===== src/pkg/vlc_pkg.sv =====
// shared constants and types for the link command and status block
package vlc_pkg;
    // register byte addresses
    localparam logic [3:0] VLC_ADDR_CMD  = 4'h0;  // command byte plus data byte
    localparam logic [3:0] VLC_ADDR_CFG  = 4'h4;  // active configuration
    localparam logic [3:0] VLC_ADDR_STAT = 4'h8;  // status byte
    // command byte field positions
    localparam int VLC_GENERAL_COMMAND_LSB = 5;
    localparam int VLC_BYTE_TYPE_DESTINATION_LSB = 2;
    localparam int VLC_RFC_LSB  = 0;
    localparam int VLC_DATA_LSB = 8;
    // configuration byte field positions
    localparam int VLC_TC_LSB   = 0;
    localparam int VLC_TM_BIT   = 2;
    localparam int VLC_INTERRUPT_MASK_BIT = 3;
    localparam int VLC_INTERRUPT_SOURCE_MODE_BIT = 4;
    localparam int VLC_CLOCK_DIVISOR_LSB = 5;
    localparam int VLC_HS_BIT   = 7;
    localparam logic [7:0] VLC_CFG_RESET = 8'h00;
    // general command codes
    localparam logic [2:0] GC_NOP = 3'h0, GC_STBY = 3'h1, GC_BRK = 3'h2, GC_IFRC = 3'h3;
    localparam logic [2:0] GC_NORTY = 3'h4, GC_IFRN = 3'h5, GC_ABORT = 3'h7;
    // byte type codes
    localparam logic [2:0] BT_DROP = 3'h0, BT_MID = 3'h1, BT_LAST = 3'h3, BT_CFG = 3'h4;
    localparam logic [2:0] BT_FIRST = 3'h5, BT_CFGI = 3'h6, BT_ONLY = 3'h7;
    // receive buffer command codes
    localparam logic [1:0] RC_FLBYTE = 2'h2, RC_FLFRAME = 2'h3;
    // receive buffer state codes
    localparam logic [2:0] RS_EMPTY = 3'h0, RS_MANY = 3'h1, RS_CODE = 3'h2, RS_DATA13 = 3'h3;
    localparam logic [2:0] RS_ONE = 3'h4, RS_CODE_MORE = 3'h5, RS_CODE_FRM = 3'h6;
    localparam logic [2:0] RS_CODE_ONLY = 3'h7;
    localparam logic [3:0] VLC_RX_POS13 = 4'hd;
    // transmit buffer state codes
    localparam logic [1:0] TS_EMPTY = 2'h0, TS_DATA = 2'h1, TS_FULL = 2'h3;
    // status field positions
    localparam int VLC_ST_RX_LSB = 0;
    localparam int VLC_ST_IDLE   = 3;
    localparam int VLC_ST_FAULT  = 4;
    localparam int VLC_ST_HS     = 5;
    localparam int VLC_ST_TX_LSB = 6;
    localparam int VLC_ST_RES_LSB = 8;
    // timing
    localparam int VLC_CLK_KHZ       = 10000;
    localparam int VLC_FAULT_US      = 60;
    localparam int VLC_FAULT_CYC     = VLC_FAULT_US * VLC_CLK_KHZ / 1000;
    localparam int VLC_HS_FACTOR     = 4;
    localparam logic [1:0] AXI_OKAY  = 2'h0;
    localparam logic [1:0] AXI_SLVERR = 2'h2;
    // one entry of the transmit buffer
    typedef struct packed {
        logic [7:0] data;
        logic       first;
        logic       last;
    } vlc_txw_s;
    // one-cycle requests toward the link engine
    typedef struct packed {
        logic standby;
        logic brk;
        logic ifr;
        logic ifr_crc;
        logic stop_retry;
        logic abort;
        logic flush_byte;
        logic flush_frame;
    } vlc_req_s;
endpackage


===== src/vlc_cmd_status.sv =====
// command decoder, configuration and status for the serial link controller
//
// The address map and register access over AXI4-Lite were decided locally.
`timescale 1ns/1ps
// What this block does
// - codes 011/101 request in-frame reply, crc differs
// - general command codes decode to link requests
// - byte type routes data into transmit buffer
// - 000 drops, 100 stages, 110 applies config
// - receive command flushes byte or frame
// - test mode bit and test field
// - mask bit suppresses every interrupt
// - mode bit adds one extra interrupt source
// - divisor field divides clock by 1..4 with high speed set, by 4..16 without
// - high speed bit runs timing four times faster
// - receive state reports data conditions
// - receive state reports completion code conditions
// - idle bit is one while bus idle
// - fault set when no activity within 60us while the transmitter drives
// - high speed status mirrors active rate
// - transmit buffer state empty, data, full
// - transmitter result field reported in status
module vlc_cmd_status
    import vlc_pkg::*;
(
    // clock, reset, enable
    input  wire logic        aclk,
    input  wire logic        aresetn,
    input  wire logic        ce,
    // axi4-lite write address and data
    input  wire logic [3:0]  awaddr,
    input  wire logic        awvalid,
    output logic             awready,
    input  wire logic [31:0] wdata,
    input  wire logic [3:0]  wstrb,
    input  wire logic        wvalid,
    output logic             wready,
    output logic [1:0]       bresp,
    output logic             bvalid,
    input  wire logic        bready,
    // axi4-lite read
    input  wire logic [3:0]  araddr,
    input  wire logic        arvalid,
    output logic             arready,
    output logic [31:0]      rdata,
    output logic [1:0]       rresp,
    output logic             rvalid,
    input  wire logic        rready,
    // transmit byte stream
    output vlc_txw_s         tx_word,
    output logic             tx_valid,
    input  wire logic        tx_ready,
    // requests to the link engine
    output vlc_req_s         req,
    // receive buffer state from the same clock
    input  wire logic [3:0]  rx_count,
    input  wire logic        rx_head_code,
    input  wire logic        rx_code_present,
    input  wire logic        rx_frame_behind,
    input  wire logic        frame_done,
    input  wire logic [1:0]  tx_result,
    // bus pin and transmitter drive
    input  wire logic        bus_active_pin,
    input  wire logic        tx_driving,
    // interrupt sources and output
    input  wire logic        irq_default,
    input  wire logic        irq_extra,
    output logic             irq,
    // configuration outputs
    output logic             link_tick,
    output logic             test_mode,
    output logic [1:0]       test_cfg
);
    // ------------------------------------------------------------
    // declarations
    // ------------------------------------------------------------
    logic        aw_held;        // write address captured
    logic        w_held;         // write data captured
    logic [3:0]  wa;             // captured write address
    logic [31:0] wd;             // captured write data
    logic [7:0]  cfg;            // active configuration
    logic [7:0]  cfg_stage;      // staged configuration
    logic        stage_valid;    // staged value awaits frame end
    vlc_txw_s    buf_q [2];      // two-entry transmit buffer
    logic        rd_ptr;         // buffer read index
    logic        wr_ptr;         // buffer write index
    logic [1:0]  count;          // entries held
    logic [2:0]  b_pin;          // pin synchroniser
    logic        bus_act;        // agreed bus level
    logic [9:0]  flt_cnt;        // fault timer
    logic        fault;          // network fault flag
    logic [4:0]  div_cnt;        // link tick divider
    logic [7:0]  status;         // live status byte
    logic [2:0]  next_rxs;       // receive state encode
    logic [7:0]  cmd;            // command byte being executed
    logic [2:0]  bt;             // byte type of that command
    logic        is_tx;          // command loads transmit data
    logic        exec;           // command executes this cycle
    logic        push;           // buffer write
    logic        pop;            // buffer read
    logic [4:0]  div_end;        // divider terminal count

    assign cmd     = wd[7:0];
    assign bt      = cmd[VLC_BYTE_TYPE_DESTINATION_LSB +: 3];
    assign is_tx   = (bt == BT_MID) || (bt == BT_LAST) || (bt == BT_FIRST) || (bt == BT_ONLY);
    // a tx load waits for room, which holds off the write response
    assign exec    = ce && aw_held && w_held && !bvalid && (wa == VLC_ADDR_CMD)
                     && wstrb[0] && !(is_tx && (count == 2'h2));
    assign push    = exec && is_tx;
    assign pop     = ce && tx_valid && tx_ready;
    // tick period = divisor field plus one, times four unless high speed
    assign div_end = cfg[VLC_HS_BIT] ? 5'({3'h0, cfg[VLC_CLOCK_DIVISOR_LSB +: 2]})
                                     : 5'({cfg[VLC_CLOCK_DIVISOR_LSB +: 2], 2'h3});

    // ------------------------------------------------------------
    // axi write channel
    // ------------------------------------------------------------
    // address and data are taken in either order, answered once both executed
    always_ff @(posedge aclk) begin
        if (!aresetn) begin
            aw_held <= 1'b0;
            w_held  <= 1'b0;
            wa      <= 4'h0;
            wd      <= 32'h0;
            awready <= 1'b0;
            wready  <= 1'b0;
            bvalid  <= 1'b0;
            bresp   <= AXI_OKAY;
        end else if (ce) begin
            awready <= !aw_held && !awready && !bvalid;
            wready  <= !w_held && !wready && !bvalid;
            if (awvalid && awready) begin
                aw_held <= 1'b1;
                wa      <= awaddr;
                awready <= 1'b0;
            end
            if (wvalid && wready) begin
                w_held <= 1'b1;
                wd     <= wdata;
                wready <= 1'b0;
            end
            if (aw_held && w_held && !bvalid) begin
                // status is read-only, unmapped answers slave error
                if (wa == VLC_ADDR_CMD) begin
                    if (exec || !wstrb[0]) begin
                        bvalid <= 1'b1;
                        bresp  <= AXI_OKAY;
                    end
                end else begin
                    bvalid <= 1'b1;
                    bresp  <= (wa == VLC_ADDR_CFG) ? AXI_OKAY : AXI_SLVERR;
                end
            end
            if (bvalid && bready) begin
                bvalid  <= 1'b0;
                aw_held <= 1'b0;
                w_held  <= 1'b0;
            end
        end
    end

    // ------------------------------------------------------------
    // axi read channel
    // ------------------------------------------------------------
    // reads have no side effect on any state
    always_ff @(posedge aclk) begin
        if (!aresetn) begin
            arready <= 1'b0;
            rvalid  <= 1'b0;
            rdata   <= 32'h0;
            rresp   <= AXI_OKAY;
        end else if (ce) begin
            arready <= !rvalid && !arready;
            if (arvalid && arready) begin
                arready <= 1'b0;
                rvalid  <= 1'b1;
                rresp   <= AXI_OKAY;
                case (araddr)
                    VLC_ADDR_CFG:  rdata <= {24'h0, cfg};
                    VLC_ADDR_STAT: rdata <= {22'h0, tx_result, status};
                    VLC_ADDR_CMD:  rdata <= 32'h0;    // write-only
                    default: begin
                        rdata <= 32'h0;
                        rresp <= AXI_SLVERR;
                    end
                endcase
            end else if (rvalid && rready) begin
                rvalid <= 1'b0;
            end
        end
    end

    // ------------------------------------------------------------
    // general and receive commands
    // ------------------------------------------------------------
    // one-cycle requests; reserved codes fall to default with none raised
    always_ff @(posedge aclk) begin
        if (!aresetn) begin
            req <= '0;
        end else if (ce) begin
            req <= '0;
            if (exec) begin
                case (cmd[VLC_GENERAL_COMMAND_LSB +: 3])
                    GC_STBY:  req.standby    <= 1'b1;
                    GC_BRK:   req.brk        <= 1'b1;
                    GC_NORTY: req.stop_retry <= 1'b1;
                    GC_ABORT: req.abort      <= 1'b1;
                    GC_IFRC: begin
                        req.ifr     <= 1'b1;
                        req.ifr_crc <= 1'b1;
                    end
                    GC_IFRN:  req.ifr        <= 1'b1;
                    default:  req <= '0;
                endcase
                case (cmd[VLC_RFC_LSB +: 2])
                    RC_FLBYTE:  req.flush_byte  <= 1'b1;
                    RC_FLFRAME: req.flush_frame <= 1'b1;
                    default: ;
                endcase
            end
        end
    end

    // ------------------------------------------------------------
    // configuration
    // ------------------------------------------------------------
    // staged value waits for frame end so a running frame keeps its timing
    always_ff @(posedge aclk) begin
        if (!aresetn) begin
            cfg         <= VLC_CFG_RESET;
            cfg_stage   <= VLC_CFG_RESET;
            stage_valid <= 1'b0;
        end else if (ce) begin
            if (frame_done && stage_valid) begin
                cfg         <= cfg_stage;
                stage_valid <= 1'b0;
            end
            if (exec && bt == BT_CFG) begin
                cfg_stage   <= wd[VLC_DATA_LSB +: 8];
                stage_valid <= 1'b1;
            end
            if (exec && bt == BT_CFGI) begin
                cfg <= wd[VLC_DATA_LSB +: 8];
            end
            if (aw_held && w_held && !bvalid && wa == VLC_ADDR_CFG && wstrb[0]) begin
                cfg <= wdata_cfg(wd);
            end
        end
    end

    // direct write of the configuration word
    function automatic logic [7:0] wdata_cfg(input logic [31:0] v);
        return v[7:0];
    endfunction

    // test mode only takes effect with the select bit set
    always_ff @(posedge aclk) begin
        if (!aresetn) begin
            test_mode <= 1'b0;
            test_cfg  <= 2'h0;
        end else if (ce) begin
            test_mode <= cfg[VLC_TM_BIT];
            test_cfg  <= cfg[VLC_TM_BIT] ? cfg[VLC_TC_LSB +: 2] : 2'h0;
        end
    end

    // ------------------------------------------------------------
    // transmit buffer, two entries
    // ------------------------------------------------------------
    // entry written per index; first/last flags follow the byte type
    for (genvar i = 0; i < 2; i++) begin : g_ent
        always_ff @(posedge aclk) begin
            if (!aresetn) begin
                buf_q[i] <= '0;
            end else if (push && wr_ptr == 1'(i)) begin
                buf_q[i].data  <= wd[VLC_DATA_LSB +: 8];
                buf_q[i].first <= bt[2];
                buf_q[i].last  <= bt[1];
            end
        end
    end

    // pointers and count; abort empties the buffer
    always_ff @(posedge aclk) begin
        if (!aresetn) begin
            rd_ptr <= 1'b0;
            wr_ptr <= 1'b0;
            count  <= 2'h0;
        end else if (ce) begin
            if (req.abort) begin
                rd_ptr <= 1'b0;
                wr_ptr <= 1'b0;
                count  <= 2'h0;
            end else begin
                if (push) wr_ptr <= ~wr_ptr;
                if (pop) rd_ptr <= ~rd_ptr;
                count <= count + 2'(push) - 2'(pop);
            end
        end
    end

    // output stage holds the head word
    always_ff @(posedge aclk) begin
        if (!aresetn) begin
            tx_valid <= 1'b0;
            tx_word  <= '0;
        end else if (ce) begin
            tx_valid <= (count != 2'h0) && !req.abort && !(pop && count == 2'h1);
            tx_word  <= pop ? buf_q[~rd_ptr] : buf_q[rd_ptr];
        end
    end

    // ------------------------------------------------------------
    // bus activity and network fault
    // ------------------------------------------------------------
    // change counts once second and third stages agree
    always_ff @(posedge aclk) begin
        if (!aresetn) begin
            b_pin   <= 3'h0;
            bus_act <= 1'b0;
        end else if (ce) begin
            b_pin <= {b_pin[1:0], bus_active_pin};
            if (b_pin[2] == b_pin[1]) bus_act <= b_pin[2];
        end
    end

    // timer runs while driving without seeing activity
    always_ff @(posedge aclk) begin
        if (!aresetn) begin
            flt_cnt <= 10'h0;
            fault   <= 1'b0;
        end else if (ce) begin
            if (bus_act || !tx_driving) begin
                flt_cnt <= 10'h0;
            end else if (flt_cnt != 10'(VLC_FAULT_CYC)) begin
                flt_cnt <= flt_cnt + 10'h1;
            end
            if (bus_act) fault <= 1'b0;
            else if (flt_cnt == 10'(VLC_FAULT_CYC - 1)) fault <= 1'b1;
        end
    end

    // ------------------------------------------------------------
    // clock divider
    // ------------------------------------------------------------
    always_ff @(posedge aclk) begin
        if (!aresetn) begin
            div_cnt   <= 5'h0;
            link_tick <= 1'b0;
        end else if (ce) begin
            link_tick <= (div_cnt >= div_end);
            div_cnt   <= (div_cnt >= div_end) ? 5'h0 : div_cnt + 5'h1;
        end
    end

    // ------------------------------------------------------------
    // status and interrupt
    // ------------------------------------------------------------
    // receive state encode, completion code cases first
    always_comb begin
        next_rxs = RS_EMPTY;
        if (rx_head_code) begin
            if (rx_frame_behind) next_rxs = RS_CODE_FRM;
            else if (rx_count > 4'h1) next_rxs = RS_CODE_MORE;
            else next_rxs = RS_CODE_ONLY;
        end else if (rx_count == 4'h0) begin
            next_rxs = RS_EMPTY;
        end else if (rx_count == VLC_RX_POS13 && !rx_code_present) begin
            next_rxs = RS_DATA13;
        end else if (rx_count == 4'h1) begin
            next_rxs = RS_ONE;
        end else if (rx_code_present) begin
            next_rxs = RS_CODE;
        end else begin
            next_rxs = RS_MANY;
        end
    end

    // live status refreshed every cycle
    always_ff @(posedge aclk) begin
        if (!aresetn) begin
            status <= 8'h08;
        end else if (ce) begin
            status[VLC_ST_RX_LSB +: 3] <= next_rxs;
            status[VLC_ST_IDLE]        <= !bus_act;
            status[VLC_ST_FAULT]       <= fault;
            status[VLC_ST_HS]          <= cfg[VLC_HS_BIT];
            status[VLC_ST_TX_LSB +: 2] <= (count == 2'h0) ? TS_EMPTY
                                        : (count == 2'h1) ? TS_DATA : TS_FULL;
        end
    end

    // mask wins over every source; mode adds the extra one
    always_ff @(posedge aclk) begin
        if (!aresetn) begin
            irq <= 1'b0;
        end else if (ce) begin
            irq <= !cfg[VLC_INTERRUPT_MASK_BIT]
                   && (irq_default || (cfg[VLC_INTERRUPT_SOURCE_MODE_BIT] && irq_extra));
        end
    end
endmodule


===== config.mk =====
export PLATFORM = sky130hd
export DESIGN_NAME = vlc_cmd_status
export DESIGN_NICKNAME = d
export VERILOG_FILES = /design/src/pkg/vlc_pkg.sv /design/src/vlc_cmd_status.sv
export SDC_FILE = /design/constraint.sdc
export NUM_CORES = 1
export LEC_CHECK = 0
export BUFFER_PORTS_ARGS = -buffer_cell sky130_fd_sc_hd__buf_2
export CORE_ASPECT_RATIO = 1.4
export CORE_UTILIZATION = 58
export DETAILED_ROUTE_END_ITERATION = 10
export PLACE_DENSITY = 0.85
export SYNTH_ARGS = -nofsm -noshare
export SYNTH_HDL_FRONTEND = slang
export SYNTH_SLANG_ARGS = --single-unit

===== constraint.sdc =====
create_clock -name aclk -period 4.7 [get_ports aclk]
set_input_delay 0.235 -clock aclk [delete_from_list [all_inputs] [get_ports aclk]]
set_output_delay 0.235 -clock aclk [all_outputs]
set_load 0.05 [all_outputs]

==> summary by stage, run 1 <==
Outcome
The flow ran to the end, and the final reports show no timing, DRC or antenna violations.

Routing
The average vias per placed instance is 5.729. The post-route antenna net violation count is 0. After detailed routing, the average wire length per cell comes to 16.02 um. The wire length reported by the detailed router is 14.00 mm. The first detailed-routing pass ran for 5 iterations.

The sum of met3 wire segment lengths after detailed routing is 768 um. Detailed routing inserted a total of 5,007 vias. The detailed router used layers up to and including met4. After detailed routing, the met2 layer carries 7.242 mm of wire. The number of remaining DRC errors is 0. In this run, the number of DRC markers left after iteration 0 of detailed routing was 377. The post-route met1 wirelength is 5.534 mm.

Floorplanning
The die is 121.9 um tall. The overall die area is 10,690 um2. The total core area is 9953 um2. The initialized floorplan defines 43 standard-cell rows. The number of placed I/O pins is 132. The initial utilization of the core area, before any placement, comes to 59.85%. From left edge to right edge, the die measures 87.65 um.

CTS
The later pin in the worst-skew pair is clocked with a latency of 420 ps. The master cell of the clock root buffer is sky130_fd_sc_hd__clkbuf_16. The number of buffers inserted for hold repair after clock tree synthesis is 0.

The number of buffers added for setup after CTS is 0. TritonCTS built the clock tree. In this run, post-CTS repair resized a total of 0 instances.

The number of buffers inserted during clock tree synthesis is 17. The count of clock tree sinks is 133. The clock passes through at most 2 buffers. After clock tree synthesis, the clock-pin slew on the worst setup and hold paths is 60 ps. CTS built an H-tree with a depth of 4.

STA
The slew of the pin with the lowest slew margin is 1018 ps. After routing, the total negative slack on setup checks comes to 0 ps. The normalized max-slew margin is 31.70%. The final worst-path setup slack is 2029 ps. Clock skew on the completed layout was measured at 5.415 ps. Setup repair after global routing left no endpoint under its margin. The post-layout minimum cycle time is 2671 ps. The final-report max-slew violation count was 0. The number of hold-slack violations in the final timing report is 0. Derived from the worst setup path, the maximum achievable clock frequency is 374.4 MHz.

Setup violations remaining at the end of the flow were counted as 0. In the finished design, the share of the clock period the worst path needs comes to 56.84%.

Pwr
In this run switching power makes up 23.09% of total power. Per report_power, the sequential group accounts for 43.2% of the total. Summed over all cells, the static leakage comes to 2.819 nW.

The clock network is responsible for 49.1% of the overall power. The portion of total power attributed to combinational logic is 7.7%. The power density normalized to cell area is 397.9 nW/um2. Internal power comes to 2.136 mW. The net switching component of the power is 0.6413 mW. The worst-case IR drop observed on VDD is 287.2 uV.

Layout
The number of standard cells in the final layout excluding fillers is 874. The net count of the finished layout is 803. Of the cells placed in the final design, the portion with a size suffix greater than 1 is 17.59%. Leaving out fill and tap cells, the most frequent cell in the layout is sky130_fd_sc_hd__dfxtp_1. The layout has 725 filler cells. In the layout the commonest cells are sky130_fd_sc_hd__dfxtp_1 (113), sky130_fd_sc_hd__buf_2 (88), sky130_fd_sc_hd__nor2_1 (74).

Relative to the synthesized area, the layout overhead comes to 17.16%. The antenna diode count is 0.

Synthesis
The post-synthesis share of cell area spent on and, or, nand and nor gates is 20.48%. The unique cell type count in the Yosys netlist is 61. The parity-gate share of the synthesized area counting xor and xnor cells is 0.8822%. Of all flip-flops after synthesis, the portion carrying an async set or reset was 0%. The count of state elements after synthesis is 133. The number of flops mapped to enable cells by yosys is 20.

For this run, the number of Yosys warnings is 0. The leading area contributor after synthesis is sky130_fd_sc_hd__dfxtp_1. Counting every instance in the synthesized netlist gives 650. Multiplexer cells account for 6.721% of the synthesized area. The area fraction of the dominant cell type after synthesis is 37.98%. After Yosys synthesis, full adders, half adders and majority gates account for 1.890% of the synthesized area. The post-synthesis average cell area is 9.165 um2. The post-synthesis cell area is 5957 um2. The share of synthesized area occupied by flip-flops and latches is 48.06%.

Yosys attributes the largest share of cell area to sky130_fd_sc_hd__dfxtp_1 (38%), sky130_fd_sc_hd__edfxtp_1 (10%), sky130_fd_sc_hd__mux2i_1 (6.7%), sky130_fd_sc_hd__a21oi_1 (4.7%), sky130_fd_sc_hd__nor2_1 (4.7%). After synthesis, the largest family of logic cells by area is simple AND/OR/NAND/NOR gates. The share of the synthesized area in compound gates (AO/OA/AOI/OAI) is 15.40%. The predominant post-synthesis flop cell is sky130_fd_sc_hd__dfxtp_1.

Placement
The placement-stage worst setup slack is 1972 ps. The HPWL reported at the end of detailed placement is 9.515 mm. The count of buffers added on input and output ports is 88. The number of cells after detailed placement is 843.

The congestion estimate from routability-driven global placement came to 0.8782.

Setup path
The stage delay of the slowest cell on the critical path is 800 ps. The signal on the critical path passes through nor4b_2 > buf_4 > nand3_1 > or3_1 > o21ai_1. The worst setup path is captured at a flip-flop. The worst path required time is 4740 ps. The critical path start-end classification is flip-flop to flip-flop. The kind of launch point of the worst setup path is a flip-flop. The cell at the slowest stage of the critical path is sky130_fd_sc_hd__o21ai_1.

Of all nets on the critical path, the largest fanout is 12. Data on the critical path arrives at its endpoint at 2710 ps.

Hold path
The min-delay analysis places its worst path in the category primary input to flip-flop.

Global route
Global routing finished with a remaining overflow of 0. For this run, the total global-route usage over all layers was measured as 27.01%. The initial antenna violation count is 0.

The via count of the first global-routing pass is 4,696. The maximum number of pins on one net before global-route repair is 64. The global-route wire length before repair is 21.94 mm.

Flow run
The tool flagged a number of max-cap violations equal to 0.
[critical path: cells and delay by family, from the launching register on]
kind,cells,cell delay [ps]
AO/OA/AOI/OAI,1,800
AND/OR/NAND/NOR,3,890
buffers and inverters,1,230
flip-flops,1,350
[power by group through the flow]
stage                     clock, mW  sequential, mW  combinational [mW]
after floorplan                   0            1.25               0.146
after global placement            0            1.22               0.206
after detailed placement          0            1.22               0.211
after CTS                      1.37            1.20               0.213
after global routing           1.42            1.20               0.231
final                          1.36            1.20               0.214
[sequential cells by signal, indices dropped and copies added (netlist names), 2 cells and up, named ones only]
name,cells
status,8
test_cfg,2
req,8
count,2
tx_word,10
rdata,10
cfg,8
flt_cnt,10
wd,16
div_cnt,5
wa,4
cfg_stage,8
b_pin,3
buf_q,20
[logic make-up after synthesis]
logic type,after synthesis
flip-flops,133
multiplexers,40
AO/OA/AOI/OAI,144
buffers and inverters,73
XOR/XNOR,6
AND/OR/NAND/NOR,244
other,1
adder cells (fa/ha/maj),9
[path summary, 6_finish.rpt]
path	from	endpoint	slack, ps	depth (start not counted)
hold / removal	awaddr[3]	wa[3]	60	3
setup / recovery	wa[0]	buf_q[1][3]	2030	5
hold reg to reg	test_cfg[0]	test_cfg[0]	460	2
setup reg to reg	wa[0]	buf_q[1][3]	2030	5
[Yosys cell counts, drive strengths merged (4+ instances only)]
library cell	count
buf	35
a21oi	56
a22o	9
nor2b	9
ha	9
o31ai	4
a32o	8
edfxtp	20
nand2b	6
and2	22
nand2	73
a31oi	5
o22a	8
mux2i	40
and4	4
inv	16
nor3	10
nand3b	4
dfxtp	113
or3	7
clkbuf	22
a22oi	11
nand3	15
nor2	75
xor2	5
o21ai	29
[final cells by class]
class                      instances  area, um2  share of cell area (%)
clock inverter                     6      85.08                   1.219
sequential                       133       2863                   41.02
multi-input combinational        467       2793                   40.01
tap                              135      168.9                   2.420
clock buffer                      25      539.3                   7.727
timing repair buffer              92      470.5                   6.741
inverter                          16      60.06                  0.8605
[stage by stage]
step	hold slack [ps]	instance area (um2)	util (%)	total power, mW
CTS	49.85	6979	70.12	2.782
finish	56.99	6979	70.12	2.777
global placement	451.0	6355	63.85	1.427
floorplan	371.0	6043	-	1.395
detailed placement	451.5	6355	63.85	1.434
global route	61.82	6979	70.12	2.855
[metal layers]
layer,up-vias,track usage [%]
met3,33,7.182
met1,2382,28.71
met2,192,49.22
li1,2400,-
met4,0,11.89
met5,-,0
Power figures use the tool's default switching activity.
==> inputs of run 2 (changes only) <==
- CORE_UTILIZATION: 58 -> 54
- PLACE_DENSITY: 0.85 -> 0.8
- clock period: 4.7 -> 2.67 ns (I/O delays scaled with it)
==> summary by stage, run 2 (synthesis results as in run 1) <==
Global route
The overall overflow remaining after global route is 0 (unchanged). The via count of the first global-routing pass is 4,891 (+4.2%). The maximum number of pins on one net before global-route repair is 41 (-36%). The aggregate global-route resource usage came to 24.60% (-2.4 points). The global-route wire length before repair is 22.43 mm (+2.2%). The initial antenna violation count is 0 (unchanged).

Layout
Leaving out fill and tap cells, the most frequent cell in the layout is sky130_fd_sc_hd__dfxtp_1. The antenna diode count is 0 (unchanged). The share of post-route cells with drive strength above 1 is 17.79% (+0.20 points). In the final layout, the registers with the most flip-flops are buf_q x20, wd x16. The flip-flop count of the largest register, all copies and words added is 20 (unchanged). In the layout the commonest cells are sky130_fd_sc_hd__dfxtp_1 (113), sky130_fd_sc_hd__buf_2 (88), sky130_fd_sc_hd__nor2_1 (74). The net count of the finished layout is 833 (+3.7%).

The relative area change from synthesis to final layout is 21.70%. The most flop-heavy register is buf_q.

STA
The final period utilization is 94.75% (+38 points). The normalized max-slew margin is 48.60% (+17 points). The tightest hold margin is 33.70 ps (-23.29 ps). The peak clock frequency supported by timing is 395.3 MHz (+5.6%).

The setup-violating endpoint count in the final report is 0 (unchanged). The post-layout minimum cycle time came to 2530 ps (-141.4 ps). The slew of the pin with the lowest slew margin was 767.4 ps (-250.2 ps). Setup repair after global routing left no endpoint under its margin. The summed negative setup slack over all endpoints was 0 ps (unchanged).

The setup skew after layout is 6.362 ps (+0.9469 ps). The number of hold-slack violations in the final timing report is 0 (unchanged). The final-report max-slew violation count is 0 (unchanged).

CTS
The clock latency on the worst-skew pair is 400 ps (-20 ps). TritonCTS built the clock tree. The number of buffers inserted during clock tree synthesis came to 17 (unchanged). The number of buffers added for setup after CTS is 0 (unchanged). The level count of the clock H-tree is 4 (unchanged). The cell sitting at the root of the clock tree is a sky130_fd_sc_hd__clkbuf_16. The number of cells upsized or downsized after cts came to 0 (unchanged). The largest buffer count on any clock path is 2 (unchanged). The clock transition at the registers of the reported paths is 60 ps (about the same).

The count of clock tree sinks is 133 (unchanged).

Floorplanning
The starting utilization of the core area was 55.10% (-4.7 points). The die boundary width is 90.77 um (+3.6%). The chip height is 126.3 um (+3.6%). The total core area is 10,810 um2 (+8.6%). The row count came to 45 (+4.7%). The number of placed I/O pins was 132 (unchanged). The overall die area is 11,460 um2 (+7.3%).

Routing
The first-pass iteration count of the detailed router is 5 (unchanged). The post-route met1 wirelength is 5.559 mm (+0.45%). The post-route antenna net violation count is 0 (unchanged).

The uppermost layer routed is met4. The number of remaining DRC errors came to 0 (unchanged). The routed length per instance is 15.08 um (-5.9%). The sum of met3 wire segment lengths after detailed routing was 643 um (-16%).

The average vias per placed instance is 5.520 (-3.6%). The routed length on met2 is 7.117 mm (-1.7%). The wire length reported by the detailed router is 13.73 mm (-1.9%).

The violation count after the first detailed-route iteration is 264 (-30%). The via count of the routed design came to 5,029 (+0.44%).

Setup path
The critical path start-end classification is flip-flop to flip-flop. The largest driver fanout on the critical path is 5 (-7). STA classifies the critical path startpoint as a flip-flop. The worst path required time is 3000 ps (-1740 ps).

STA classifies the critical path endpoint as a flip-flop. The signal arrival time at the worst endpoint is 2860 ps (+150 ps). The register-to-register path setup slack is 140 ps (-1890 ps).

Placement
The HPWL reported at the end of detailed placement is 9.657 mm (+1.5%). The count of input and output buffers came to 88 (unchanged). The final weighted congestion of routability-driven global placement was 0.8529 (-2.9%).

Pwr
The power density normalized to cell area came to 667.4 nW/um2 (+68%). The cell leakage power is 2.942 nW (+4.4%). The maximum vdd ir drop came to 426.6 uV (+49%).

Hold path
The worst min-delay path category is primary input to flip-flop.

Outcome
The flow ran to the end, and the final reports show no timing, DRC or antenna violations.

Flow run
The number of maximum-capacitance constraint violations came to 0 (unchanged).
[run 2: worst paths after layout]
check / startpoint / depth (start not counted) / endpoint
setup reg to reg: wa[3] / 10 / count[1]
hold reg to reg: req[5] / 2 / req[5]
setup / recovery: wa[3] / 10 / count[1]
hold / removal: rx_count[0] / 3 / status[2]
[run 2: layout make-up]
class | instances | area [um2]
clock buffers | 26 | 514.2
clock inverters | 6 | 90.09
fillers | 886 | 3561
inverters | 16 | 60.06
multi-input cells | 467 | 2793
flip-flops and latches | 133 | 2863
well taps | 141 | 176.4
repair buffers | 122 | 753.2
[run 2: power by group]
group,total (mW),switching (mW),internal [mW]
combinational,0.407,0.281,0.126
clock,2.32,0.802,1.52
sequential,2.11,0.0343,2.08
total,4.84,1.12,3.72
[run 2: critical path: stages, from the launching register on]
cell and delay (ps):
sky130_fd_sc_hd__dfxtp_1 340, sky130_fd_sc_hd__nor4b_2 380, sky130_fd_sc_hd__nand3_1 250, sky130_fd_sc_hd__or3_1 430, sky130_fd_sc_hd__ha_1 300, sky130_fd_sc_hd__inv_1 40, sky130_fd_sc_hd__ha_1 190, sky130_fd_sc_hd__xor2_1 160
sky130_fd_sc_hd__o21ai_0 140, sky130_fd_sc_hd__nand2_1 70, sky130_fd_sc_hd__a21oi_1 140
[run 2: what timing repair did]
item | 4_1_cts | 5_1_grt
hold buffers | 23 | 0
endpoints found under the hold margin | 23 | 0
setup endpoints to repair | 0 | 0
[run 2: metal layers]
layer | track usage (%) | up-vias
met5 | 0 | -
met4 | 11.39 | 0
met3 | 5.616 | 31
met2 | 44.34 | 166
met1 | 27.19 | 2366
li1 | - | 2466
[run 2: through the flow]
stage	total power [mW]	instances	cell area, um2	worst slack, ps	utilization [%]
5_1_grt	4.980	911	7249	1.471	67.06
2_1_floorplan	2.455	673	6043	370.4	-
4_1_cts	4.847	911	7249	145.0	67.06
3_3_place_gp	2.518	856	6415	313.2	59.34
3_5_place_dp	2.529	856	6415	210.8	59.34
6_report	4.838	911	7249	140.2	67.06
==> inputs of run 3 (changes only) <==
- GPL_TIMING_DRIVEN: not set -> 0
==> summary by stage, run 3 (synthesis results as in run 1) <==
Hold path
In this run the most critical hold path is launched from wdata[11]. The count of cells along the worst hold path was 3 (unchanged). The path with the worst hold slack has its endpoint at wd[11]. The tightest min-delay check is of the primary input to flip-flop type.

Layout
The largest registers in the layout are buf_q x20, wd x16. The antenna diode count was 0 (unchanged). The final standard cell utilization of the core came to 69.10% (+2.0 points). The share of post-route cells with drive strength above 1 came to 19.53% (+1.7 points). The flip-flop count of the largest register, all copies and words added is 20 (unchanged). The number of standard cells in the final layout excluding fillers is 955 (+4.8%).

Counting flops per register, the top entry is buf_q. In the layout the commonest cells are sky130_fd_sc_hd__dfxtp_1 (113), sky130_fd_sc_hd__buf_2 (94), sky130_fd_sc_hd__nor2_1 (74). Leaving out fill and tap cells, the most frequent cell in the layout is sky130_fd_sc_hd__dfxtp_1.

The net count of the finished layout is 877 (+5.3%). The area growth from synthesis to layout is 25.39%.

CTS
The largest buffer count on any clock path was 2 (unchanged). The count of clock tree sinks is 133 (unchanged). The clock transition at the registers of the reported paths was 60 ps (about the same). The number of buffers inserted during clock tree synthesis was 17 (unchanged). The master cell of the clock root buffer is sky130_fd_sc_hd__clkbuf_16.

TritonCTS built the clock tree. The clock latency on the worst-skew pair is 410 ps (about the same). The level count of the clock H-tree came to 4 (unchanged).

Global route
The aggregate global-route resource usage was 28.37% (+3.8 points). The initial antenna violation count is 0 (unchanged). The via count of the first global-routing pass is 5,329 (+9.0%). The overall overflow remaining after global route is 0 (unchanged).

The global-route wire length before repair was 25.35 mm (+13%). The maximum number of pins on one net before global-route repair was 17 (-59%).

STA
The final-report max-slew violation count is 0 (unchanged). Setup repair after global routing left no endpoint under its margin. The slew of the pin with the lowest slew margin is 956.2 ps (+188.8 ps). The post-layout minimum cycle time was 2524 ps (-5.851 ps).

The tightest hold margin came to 27.26 ps (-6.439 ps). The number of hold-slack violations in the final timing report is 0 (unchanged). The setup-violating endpoint count in the final report is 0 (unchanged). The peak clock frequency supported by timing is 396.2 MHz (+0.23%). The final period utilization is 94.53% (-0.22 points). The summed negative setup slack over all endpoints is 0 ps (unchanged).

The normalized max-slew margin was 35.83% (-13 points). The setup skew after layout was 6.801 ps (+0.4391 ps).

Setup path
The signal arrival time at the worst endpoint is 2550 ps (-310 ps). The worst reg2reg path endpoint is buf_q[1][1]. The worst path required time came to 2700 ps (-300 ps). The critical path is of the flip-flop to flip-flop type. The register-to-register path setup slack came to 150 ps (about the same). In this run the critical register-to-register path is launched from wa[3]. The element type at the critical path end is a flip-flop. The number of cells on the worst reg-to-reg path came to 4 (-6). The largest driver fanout on the critical path is 10 (+5). The worst setup path is launched from a flip-flop.

Routing
The routed length per instance is 16.45 um (+9.1%). The violation count after the first detailed-route iteration is 470 (+78%). The average vias per placed instance is 5.575 (+0.99%).

The via count of the routed design is 5,324 (+5.9%). The post-route antenna net violation count is 0 (unchanged). The wire length reported by the detailed router was 15.71 mm (+14%).

The first-pass iteration count of the detailed router was 6 (+1). The number of remaining DRC errors is 0 (unchanged).

Pwr
The cell leakage power was 3.079 nW (+4.7%). The power density normalized to cell area came to 647.8 nW/um2 (-2.9%). The maximum vdd ir drop is 501.4 uV (+18%).

Floorplanning
The starting utilization of the core area came to 55.10% (unchanged). The chip height is 126.3 um (unchanged). The row count is 45 (unchanged). The number of placed I/O pins is 132 (unchanged). The total core area came to 10,810 um2 (unchanged). The overall die area is 11,460 um2 (unchanged). The die boundary width came to 90.77 um (unchanged).

Placement
The number of cells after detailed placement came to 901 (+5.3%). The final weighted congestion of routability-driven global placement is 0.8716 (+2.2%). The HPWL reported at the end of detailed placement is 10.87 mm (+13%).

The count of input and output buffers came to 87 (-1.1%).

Flow run
The number of maximum-capacitance constraint violations came to 0 (unchanged).

Outcome
The flow ran to the end, and the final reports show no timing, DRC or antenna violations.
run 3: critical path, cell delays in order, from the launching register on:
cell	delay [ps]
sky130_fd_sc_hd__dfxtp_1	350
sky130_fd_sc_hd__nor4b_4	400
sky130_fd_sc_hd__nand3_2	200
sky130_fd_sc_hd__or3_1	430
sky130_fd_sc_hd__o21ai_1	760
run 3: cell type report:
class	instances	area, um2
plain buffers	57	327.8
clock buffers	24	481.7
clock inverters	8	98.84
fillers	861	3341
inverters	16	60.06
multi-input cells	467	2806
flip-flops and latches	133	2863
well taps	141	176.4
repair buffers	109	655.6
run 3: what timing repair did:
| item | 4_1_cts | 5_1_grt |
|---|---|---|
| hold buffers | 22 | 0 |
| endpoints found under the setup margin | 0 | 11 |
| buffers inserted | 0 | 0 |
| gates resized for setup | 0 | 2 |
| hold endpoints to repair | 22 | 0 |
run 3: power by group:
part	total [mW]	internal (mW)	switching (mW)
clock	2.27	1.44	0.826
combinational	0.457	0.153	0.305
sequential	2.11	2.08	0.0338
total	4.84	3.67	1.16
run 3: how the worst max path moves through the flow:
stage / startpoint / end / slack [ps] / cells past startpoint
final: wa[3] / buf_q[1][1] / 150 / 4
after global placement: wa[3] / buf_q[1][3] / 170 / 4
after detailed placement: wa[3] / buf_q[1][4] / 20 / 4
after global routing: wa[3] / count[1] / 20 / 10
after floorplan: bvalid / count[1] / 370 / 9
after CTS: wa[3] / buf_q[1][3] / 20 / 4
run 3: per-stage QoR:
stage               worst slack, ps  total power, mW  area, um2
CTS                           15.79            4.838       7456
global route                  24.17            4.977       7470
floorplan                     370.4            2.455       6043
global placement              166.1            2.561       6655
finish                        146.0            4.839       7470
detailed placement            24.72            2.572       6655
run 3: layer usage:
layer,wire [um],up-vias,GRT usage [%]
met5,0,-,0
met4,753,0,16.41
met3,882,56,5.797
met2,7872,212,49.33
met1,6199,2508,32.00
li1,-,2548,-
